File: config.mk
export PLATFORM = sky130hd
export DESIGN_NAME = dp_lane_eq_snoop_regs
export DESIGN_NICKNAME = d
export VERILOG_FILES = /design/src/pkg/dp_lane_eq_pkg.sv /design/src/pkg/lane_ctrl_if.sv /design/src/rtl/dp_lane_enable_calc.sv /design/src/rtl/dp_sideband_route.sv /design/src/rtl/dp_lane_eq_snoop_regs.sv
export VERILOG_INCLUDE_DIRS = /design/src /design/src/pkg
export SDC_FILE = /design/constraint.sdc
export NUM_CORES = 1
export LEC_CHECK = 0
export ABC_AREA = 0
export BUFFER_PORTS_ARGS = -buffer_cell sky130_fd_sc_hd__buf_2
export CORE_ASPECT_RATIO = 1.5
export CORE_MARGIN = 1.5
export CORE_UTILIZATION = 45
export CTS_CLUSTER_SIZE = 10
export DETAILED_ROUTE_END_ITERATION = 8
export GPL_ROUTABILITY_DRIVEN = 0
export GPL_TIMING_DRIVEN = 0
export HOLD_SLACK_MARGIN = 0.1
export PLACE_DENSITY_LB_ADDON = 0.1
export SLEW_MARGIN = 20
export SYNTH_ARGS = -nofsm -noshare
export SYNTH_HDL_FRONTEND = slang
export SYNTH_HIERARCHICAL = 1
export SYNTH_SLANG_ARGS = --single-unit
File: constraint.sdc
create_clock -name mclk_i -period 2.92 [get_ports mclk_i]
set_input_delay 0.438 -clock mclk_i [delete_from_list [all_inputs] [get_ports mclk_i]]
set_output_delay 0.438 -clock mclk_i [all_outputs]
set_load 0.02 [all_outputs]
File: src/pkg/dp_lane_eq_map.svh
`ifndef DP_LANE_EQ_MAP_SVH
`define DP_LANE_EQ_MAP_SVH

// Register offsets (byte sub-addresses on the register port)
`define OFS_GENERAL          8'h0A
`define OFS_LANE1_LANE3_EQ   8'h10
`define OFS_LANE0_LANE2_EQ   8'h11
`define OFS_SNOOPED_STATE    8'h12
`define OFS_LANE_SB_CTRL     8'h13

// General register fields
`define GEN_EQ_SW_BIT        4
`define GEN_VIDEO_SRC_BIT    3
`define GEN_ORIENT_BIT       2
`define GEN_CFG_HI           1
`define GEN_CFG_LO           0
`define GEN_RESET            8'h01
`define GEN_WMASK            8'h1F

// Equalization fields
`define EQ_HI_MSB            7
`define EQ_HI_LSB            4
`define EQ_LO_MSB            3
`define EQ_LO_LSB            0

// Snooped state fields
`define PWR_MSB              6
`define PWR_LSB              5
`define LCNT_MSB             4
`define LCNT_LSB             0

// Lane and sideband control fields
`define SNOOP_OFF_BIT        7
`define SB_MSB               5
`define SB_LSB               4
`define LANE_OFF_MSB         3
`define LANE_OFF_LSB         0
`define CTRL_WMASK           8'hBF

// Reset values of the video registers
`define DP_REG_RESET         8'h00

// Sink configuration addresses watched on the AUX channel
`define AUX_ADDR_POWER       20'h00600
`define AUX_ADDR_LANES       20'h00101

// Power-state code that keeps the lanes powered
`define PWR_ACTIVE           2'h1

`endif

File: src/pkg/dp_lane_eq_pkg.sv
package dp_lane_eq_pkg;

   typedef logic [7:0] reg_byte_t;
   typedef logic [3:0] eq_level_t;

   typedef enum logic [1:0] {
      SB_BY_CONFIG = 2'b00,
      SB_NEG_SBU1  = 2'b01,
      SB_NEG_SBU2  = 2'b10,
      SB_OPEN      = 2'b11
   } sideband_route_e;

   typedef enum logic [1:0] {
      CFG_ALL_OFF  = 2'b00,
      CFG_USB_ONLY = 2'b01,
      CFG_DP_FOUR  = 2'b10,
      CFG_DP_TWO   = 2'b11
   } config_select_e;

endpackage

File: src/pkg/lane_ctrl_if.sv
`timescale 1ns/10ps
// Carries the lane and sideband control between the register bank and its helpers
interface lane_ctrl_if;
   logic            snoop_off;
   logic [1:0]      power_state;
   logic [4:0]      lane_count;
   logic [3:0]      lane_off;
   logic [3:0]      lane_enable;
   logic            video_enable;
   logic            orientation;
   logic [1:0]      sideband_route_force;
   logic [1:0]      sbu_neg_sel;
   logic [1:0]      sbu_pos_sel;

   modport bank (
      output snoop_off, power_state, lane_count, lane_off, video_enable, orientation,
             sideband_route_force,
      input  lane_enable, sbu_neg_sel, sbu_pos_sel
   );
   modport lanes (
      input  snoop_off, power_state, lane_count, lane_off, video_enable,
      output lane_enable
   );
   modport sideband (
      input  video_enable, orientation, sideband_route_force,
      output sbu_neg_sel, sbu_pos_sel
   );
endinterface

File: src/rtl/dp_lane_enable_calc.sv
`timescale 1ns/10ps
`include "dp_lane_eq_map.svh"
// Works out which video lanes are powered
module dp_lane_enable_calc (
   lane_ctrl_if.lanes ctl
);
   import dp_lane_eq_pkg::*;

   // Lanes wanted by a snooped lane count; counts above four act as four
   function automatic logic [3:0] lanes_for_count(input logic [4:0] cnt);
      logic [3:0] m;
      m = 4'h0;
      if (cnt >= 5'h4) begin
         m = 4'hF;
      end else if (cnt >= 5'h2) begin
         m = 4'h3;
      end else if (cnt == 5'h1) begin
         m = 4'h1;
      end
      return m;
   endfunction

   // Snooping drives lanes from captured state, else the software disables
   always_comb begin
      if (!ctl.video_enable) begin
         ctl.lane_enable = 4'h0;
      end else if (!ctl.snoop_off) begin
         if (ctl.power_state == `PWR_ACTIVE) begin
            ctl.lane_enable = lanes_for_count(ctl.lane_count);
         end else begin
            ctl.lane_enable = 4'h0;
         end
      end else begin
         ctl.lane_enable = ~ctl.lane_off;
      end
   end
endmodule

File: src/rtl/dp_sideband_route.sv
`timescale 1ns/10ps
`include "dp_lane_eq_map.svh"
// Chooses the AUX to sideband switch settings; code 0 open, 1 SBU1, 2 SBU2
module dp_sideband_route (
   lane_ctrl_if.sideband sb
);
   import dp_lane_eq_pkg::*;

   // The force codes win over video enable and orientation
   always_comb begin
      case (sideband_route_e'(sb.sideband_route_force))
         SB_NEG_SBU1: begin
            sb.sbu_neg_sel = 2'h1;
            sb.sbu_pos_sel = 2'h2;
         end
         SB_NEG_SBU2: begin
            sb.sbu_neg_sel = 2'h2;
            sb.sbu_pos_sel = 2'h1;
         end
         SB_OPEN: begin
            sb.sbu_neg_sel = 2'h0;
            sb.sbu_pos_sel = 2'h0;
         end
         default: begin
            if (!sb.video_enable) begin
               sb.sbu_neg_sel = 2'h0;
               sb.sbu_pos_sel = 2'h0;
            end else if (sb.orientation) begin
               sb.sbu_neg_sel = 2'h2;
               sb.sbu_pos_sel = 2'h1;
            end else begin
               sb.sbu_neg_sel = 2'h1;
               sb.sbu_pos_sel = 2'h2;
            end
         end
      endcase
   end
endmodule

File: src/rtl/dp_lane_eq_snoop_regs.sv
`timescale 1ns/10ps
`include "dp_lane_eq_map.svh"
module dp_lane_eq_snoop_regs #(
   parameter int EQ_W = 4
) (
   // Clock and reset
   input  wire logic                        mclk_i,
   input  wire logic                        reset_n_i,
   // Register port from the serial engine
   input  wire logic                        reg_wr_i,
   input  wire logic                        reg_rd_i,
   input  wire logic [7:0]                  reg_addr_i,
   input  wire dp_lane_eq_pkg::reg_byte_t   reg_wdata_i,
   output logic      [7:0]                  reg_rdata_o,
   // Strap and pin inputs
   input  wire logic [1:0]                  video_eq_strap_pins_i,
   input  wire logic                        video_enable_pin_i,
   // Snooped AUX writes
   input  wire logic                        aux_wr_i,
   input  wire logic [19:0]                 aux_addr_i,
   input  wire logic [7:0]                  aux_data_i,
   // Analog controls
   output logic      [15:0]                 lane_eq_o,
   output logic      [3:0]                  lane_enable_o,
   output logic      [1:0]                  sbu_neg_sel_o,
   output logic      [1:0]                  sbu_pos_sel_o
);
   import dp_lane_eq_pkg::*;

   // Two fields share each byte, so only a four-bit field width can be served
   if (EQ_W != 4) begin : g_bad_eq_width
      $error("EQ_W must be 4");
   end

   lane_ctrl_if ctl ();

   logic       rst_meta;
   logic       rst_n;
   reg_byte_t  general;
   eq_level_t  lane0_eq_level;
   eq_level_t  lane1_eq_level;
   eq_level_t  lane2_eq_level;
   eq_level_t  lane3_eq_level;
   logic [1:0] power_state;
   logic [4:0] lane_count;
   logic       snoop_off;
   logic [1:0] sideband_route_force;
   logic [3:0] lane_off;
   logic       video_enable_cfg;
   logic       video_enable_q;
   logic       video_fall;
   eq_level_t  strap_level;
   logic       eq_software_select;
   logic       video_enable;
   logic       wr_gen;
   logic       wr_eq13;
   logic       wr_eq02;
   logic       wr_ctrl;
   logic [4:0] addr_sel;
   logic [3:0] eq_wstrobe;
   eq_level_t  eq_wvalue [4];
   eq_level_t  eq_held   [4];
   eq_level_t  next_eq   [4];

   // Reset release through two flops so every register leaves reset together
   always_ff @(posedge mclk_i or negedge reset_n_i) begin
      if (!reset_n_i) begin
         rst_meta <= 1'b0;
         rst_n    <= 1'b0;
      end else begin
         rst_meta <= 1'b1;
         rst_n    <= rst_meta;
      end
   end

   // One-hot register select shared by the write strobes and the read mux:
   // bit 0 general, 1 lanes 1/3, 2 lanes 0/2, 3 snooped state, 4 lane control
   function automatic logic [4:0] reg_select(input logic [7:0] addr);
      logic [4:0] sel;
      sel = 5'h00;
      if (addr == `OFS_GENERAL) begin
         sel = 5'h01;
      end else if (addr == `OFS_LANE1_LANE3_EQ) begin
         sel = 5'h02;
      end else if (addr == `OFS_LANE0_LANE2_EQ) begin
         sel = 5'h04;
      end else if (addr == `OFS_SNOOPED_STATE) begin
         sel = 5'h08;
      end else if (addr == `OFS_LANE_SB_CTRL) begin
         sel = 5'h10;
      end
      return sel;
   endfunction

   // Write strobes; the sub-address itself is latched by the serial engine,
   // so a write lands at whatever offset the host named first
   assign addr_sel = reg_select(reg_addr_i);
   assign wr_gen   = reg_wr_i & addr_sel[0];
   assign wr_eq13  = reg_wr_i & addr_sel[1];
   assign wr_eq02  = reg_wr_i & addr_sel[2];
   // No strobe for the snooped state offset: its fields are hardware-owned
   assign wr_ctrl  = reg_wr_i & addr_sel[4];

   // General register: override, video source, orientation, config select
   // Bits 7:5 are masked off on write so they always read back zero
   always_ff @(posedge mclk_i or negedge rst_n) begin
      if (!rst_n) begin
         general <= `GEN_RESET;
      end else if (wr_gen) begin
         general <= reg_wdata_i & `GEN_WMASK;
      end
   end

   assign eq_software_select = general[`GEN_EQ_SW_BIT];
   assign video_enable_cfg   = general[`GEN_CFG_HI];
   // Video enable comes from the pin when the source bit is set
   assign video_enable = general[`GEN_VIDEO_SRC_BIT] ? video_enable_pin_i : video_enable_cfg;
   // Four strap levels spread over the four-bit range
   assign strap_level  = {video_eq_strap_pins_i, video_eq_strap_pins_i};

   // Per-lane write value and strobe in lane order; the upper nibble of each
   // byte is the lower-numbered lane
   assign eq_wvalue[0] = reg_wdata_i[`EQ_HI_MSB:`EQ_HI_LSB];
   assign eq_wvalue[1] = reg_wdata_i[`EQ_HI_MSB:`EQ_HI_LSB];
   assign eq_wvalue[2] = reg_wdata_i[`EQ_LO_MSB:`EQ_LO_LSB];
   assign eq_wvalue[3] = reg_wdata_i[`EQ_LO_MSB:`EQ_LO_LSB];
   assign eq_wstrobe   = {wr_eq13, wr_eq02, wr_eq13, wr_eq02};
   assign eq_held[0]   = lane0_eq_level;
   assign eq_held[1]   = lane1_eq_level;
   assign eq_held[2]   = lane2_eq_level;
   assign eq_held[3]   = lane3_eq_level;

   // Fields mirror the straps every cycle until software takes over, so a
   // write made while the override is off is lost, not deferred
   for (genvar g = 0; g < 4; g++) begin : g_lane_eq
      assign next_eq[g] = !eq_software_select ? strap_level :
                          eq_wstrobe[g]       ? eq_wvalue[g] :
                                                eq_held[g];
   end

   // Equalization registers
   always_ff @(posedge mclk_i or negedge rst_n) begin
      if (!rst_n) begin
         lane0_eq_level <= 4'h0;
         lane1_eq_level <= 4'h0;
         lane2_eq_level <= 4'h0;
         lane3_eq_level <= 4'h0;
      end else begin
         lane0_eq_level <= next_eq[0];
         lane1_eq_level <= next_eq[1];
         lane2_eq_level <= next_eq[2];
         lane3_eq_level <= next_eq[3];
      end
   end

   // Edge detector on the enable register bit, not the pin; it resets low,
   // matching the bit's reset level, so no false fall follows reset
   always_ff @(posedge mclk_i or negedge rst_n) begin
      if (!rst_n) begin
         video_enable_q <= 1'b0;
      end else begin
         video_enable_q <= video_enable_cfg;
      end
   end
   assign video_fall = video_enable_q && !video_enable_cfg;

   // Power-state capture; the fall clear wins because the link is being torn down
   always_ff @(posedge mclk_i or negedge rst_n) begin
      if (!rst_n) begin
         power_state <= 2'h0;
      end else if (video_fall) begin
         power_state <= 2'h0;
      end else if (aux_wr_i && aux_addr_i == `AUX_ADDR_POWER) begin
         power_state <= aux_data_i[1:0];
      end
   end

   // Lane-count capture; cleared on the same fall, so with video taken from the enable bit a stale
   // count never powers lanes when video comes back; a fall of the pin clears nothing
   always_ff @(posedge mclk_i or negedge rst_n) begin
      if (!rst_n) begin
         lane_count <= 5'h0;
      end else if (video_fall) begin
         lane_count <= 5'h0;
      end else if (aux_wr_i && aux_addr_i == `AUX_ADDR_LANES) begin
         lane_count <= aux_data_i[4:0];
      end
   end

   // Snoop disable; reset leaves snooping on
   always_ff @(posedge mclk_i or negedge rst_n) begin
      if (!rst_n) begin
         snoop_off <= 1'b0;
      end else if (wr_ctrl) begin
         snoop_off <= reg_wdata_i[`SNOOP_OFF_BIT];
      end
   end

   // Sideband force code; bit 6 of the byte is not stored and reads zero
   always_ff @(posedge mclk_i or negedge rst_n) begin
      if (!rst_n) begin
         sideband_route_force <= 2'h0;
      end else if (wr_ctrl) begin
         sideband_route_force <= reg_wdata_i[`SB_MSB:`SB_LSB];
      end
   end

   // Per-lane software disables; kept even while snooping so they apply
   // the moment snooping is turned off
   always_ff @(posedge mclk_i or negedge rst_n) begin
      if (!rst_n) begin
         lane_off <= 4'h0;
      end else if (wr_ctrl) begin
         lane_off <= reg_wdata_i[`LANE_OFF_MSB:`LANE_OFF_LSB];
      end
   end

   // Feed the helpers
   assign ctl.snoop_off            = snoop_off;
   assign ctl.power_state          = power_state;
   assign ctl.lane_count           = lane_count;
   assign ctl.lane_off             = lane_off;
   assign ctl.video_enable         = video_enable;
   assign ctl.orientation          = general[`GEN_ORIENT_BIT];
   assign ctl.sideband_route_force = sideband_route_force;

   dp_lane_enable_calc u_lanes (
      .ctl (ctl.lanes)
   );

   dp_sideband_route u_sideband (
      .sb (ctl.sideband)
   );

   // Read mux, registered; unmapped offsets read zero
   always_ff @(posedge mclk_i or negedge rst_n) begin
      if (!rst_n) begin
         reg_rdata_o <= 8'h00;
      end else if (reg_rd_i) begin
         if (addr_sel[0]) begin
            reg_rdata_o <= general;
         end else if (addr_sel[1]) begin
            reg_rdata_o <= {lane1_eq_level, lane3_eq_level};
         end else if (addr_sel[2]) begin
            reg_rdata_o <= {lane0_eq_level, lane2_eq_level};
         end else if (addr_sel[3]) begin
            reg_rdata_o <= {1'b0, power_state, lane_count};
         end else if (addr_sel[4]) begin
            reg_rdata_o <= {snoop_off, 1'b0, sideband_route_force, lane_off};
         end else begin
            reg_rdata_o <= 8'h00;
         end
      end
   end

   // Equalization levels to the analog lanes
   always_ff @(posedge mclk_i or negedge rst_n) begin
      if (!rst_n) begin
         lane_eq_o <= 16'h0000;
      end else begin
         lane_eq_o <= {lane3_eq_level, lane2_eq_level, lane1_eq_level, lane0_eq_level};
      end
   end

   // Lane power enables, registered so the analog side sees no decode glitches
   always_ff @(posedge mclk_i or negedge rst_n) begin
      if (!rst_n) begin
         lane_enable_o <= 4'h0;
      end else begin
         lane_enable_o <= ctl.lane_enable;
      end
   end

   // Sideband switch settings
   always_ff @(posedge mclk_i or negedge rst_n) begin
      if (!rst_n) begin
         sbu_neg_sel_o <= 2'h0;
         sbu_pos_sel_o <= 2'h0;
      end else begin
         sbu_neg_sel_o <= ctl.sbu_neg_sel;
         sbu_pos_sel_o <= ctl.sbu_pos_sel;
      end
   end
endmodule

==> flow_metrics.tcl <==
set metrics [dict create \
    synth_nets 269 \
    yosysMostFrequentCell "dfrtp_1" \
    wire_per_inst_um 17.0 \
    cts_root_buffer "clkbuf_8" \
    vias_per_cell 5.41 \
    dieWidth_um 68.7 \
    fin_cells 389 \
    setup-tns-final_ns 0 \
    clkSinkCount 70 \
    h-tree-depth 3 \
    drive_above_1_share 0.406 \
    ctsResizeCount 0 \
    synth_common_cells "69 x dfrtp_1, 25 x a21oi_1, 18 x mux2i_1" \
    ant_nets 0 \
    io_buffers 80 \
    syn_area_um2 2920 \
    ys_warn_count 6 \
    ys_seq_elements 70 \
    period_share 0.721 \
    grt-ovfl-total 0 \
    fmax_ghz 0.475 \
    synth_area_leaders "dfrtp_1 59%, mux2i_1 6.2%, mux2_2 5.0%" \
    pin_count 84 \
    cts_setup_buffers 0 \
    place_hpwl_um 4920 \
    synth_top_area_frac 0.592 \
    slew_violations 0 \
    setup.worst_path.class "in2reg" \
    routed_wl_um 6600 \
    cts_tree "yes" \
    grt_pass1_vias 2056 \
    diodes 0 \
    crit_arrival_ns 2.33 \
    clock_path_buffers 2 \
    slowest_delay_ns 0.62 \
    first_iter_violations 159 \
    clock_skew_ns 0.00845 \
    max-vdd-ir-drop_v 0.000293 \
    cts_buffers 9 \
    cts.clk_slew.worst_paths_ns 0.07 \
    vias 2104 \
    die-area_um2 6980 \
    worstMarginPinSlew_ns 0.826 \
    whs_ns 0.198 \
    critPathCaptureType "flop" \
    outcome "finished clean" \
    cp_slowest_cell "buf_1" \
    die_y_um 102 \
    rsz0062_at_grt "false" \
    critPathMaxFanout 10 \
    hold_path_class "reg2async" \
    synth-seq-area-share 0.601 \
    drc 0 \
    cap_violations 0 \
    nets 362 \
    period_minus_slack_ns 2.11 \
    grt_pass1_wl_um 10300 \
    synth_edf_count 0 \
    powerDensity_nw_per_um2 590 \
    finalSetupViolCount 0 \
    firstDrtPassIters 4 \
    r2r_slack_ns 1.50 \
    core-area_um2 6220 \
    rows 35 \
    grt_max_degree 54 \
    grt_use_total 0.207 \
    finalHoldViolations 0 \
    clk_latency_ns 0.34 \
    placedCellCount 372 \
    synth_top_area_cell "dfrtp_1" \
    area_delta_synth_final_pct 27.1 \
    cp-start-kind "input port" \
    syn_area_per_cell_um2 13.4 \
    cts_hold_buf 1 \
    p_leak_uw 0.00173 \
    antenna_found_initial 0 \
    ys_types 39 \
    synth_flop_cell "dfrtp_1" \
    relSlewSlack 0.445 \
    r2r_cells 3 \
    postSynthCellCount 217 \
    cp_data_required_time_ns 3.14 \
    initial_core_util 0.469 \
    worstPathCellList "buf_2, buf_1, nand2_1, nor3_2, mux2_2" \
    synthArstFlopShare 1.00 \
]
## state kept, by name, indices dropped and copies added, names as in the netlist, 2 cells and up
name / flops
lane_eq_o: 16
reg_rdata_o: 8
ctl.lane_count: 5
general: 5
ctl.lane_off: 4
lane0_eq_level: 4
lane1_eq_level: 4
lane2_eq_level: 4
lane3_eq_level: 4
lane_enable_o: 4
ctl.power_state: 2
ctl.sideband_route_force: 2
sbu_neg_sel_o: 2
sbu_pos_sel_o: 2
## kinds of logic after synthesis
kind of cell / synth area share
compound gates: 0.100
flops: 0.601
mux: 0.158
other cells: 0.00129
buf+inv: 0.0206
simple gates: 0.118
## cell usage in the layout, fill, tap and decap left out, types with 5 or more instances in the layout
cell type and n:
a221o_1 5, buf_2 80, clkbuf_8 11, nand4_1 8, nor2b_1 5, nand2_1 5
and2_1 7, dfrtp_1 68, o21ai_0 9, mux2i_1 18, a21oi_1 25, mux2_2 13
mux4_2 6, clkbuf_1 5
## final cells by class
class | count | area [um^2]
fillers | 514 | 2510
clock inverters | 5 | 105
repair buffers | 82 | 438
multi-input cells | 135 | 1100
well taps | 74 | 92.6
clock buffers | 11 | 151
plain buffers | 9 | 48.8
inverters | 3 | 11.3
flip-flops and latches | 70 | 1760
## metal layers
| metal | up-vias | global-route usage | share of wire |
|---|---|---|---|
| li1 | 992 | - | - |
| met1 | 1025 | 0.248 | 0.39 |
| met2 | 81 | 0.356 | 0.53 |
| met3 | 6 | 0.0589 | 0.063 |
| met4 | 0 | 0.0633 | 0.011 |
| met5 | - | 0 | 0 |
## worst paths after layout
path / startpoint / end
max in group asynchronous: rst_n / general[0]
hold reg to reg: rst_n / video_enable_q
setup / recovery: reg_addr_i[0] / ctl.lane_off[1]
hold / removal: rst_n / video_enable_q
setup reg to reg: lane3_eq_level[3] / reg_rdata_o[3]
min in group mclk_i: rst_meta / rst_n
## report_power, final
group	internal [uW]	switching, uW
logic	78.5	102
clock network	614	360
registers	1010	26.8
total	1700	489
## stage by stage
stage | power [uW] | util | cell area (um^2) | setup slack, ns
after global routing | 2270 | 0.596 | 3710 | 0.696
final | 2190 | 0.596 | 3710 | 0.815
after global placement | 1230 | 0.548 | 3410 | 0.109
after detailed placement | 1240 | 0.553 | 3440 | 0.436
after floorplan | 1140 | - | 2920 | 0.828
after CTS | 2210 | 0.596 | 3710 | 0.798
## worst max-delay path, delay by kind of cell
kind	cells	cell delay (ns)
buffers and inverters	2	0.75
muxes	1	0.41
and+or+nand+nor	2	0.73
Note: power is estimated with default switching activity, not from simulation.
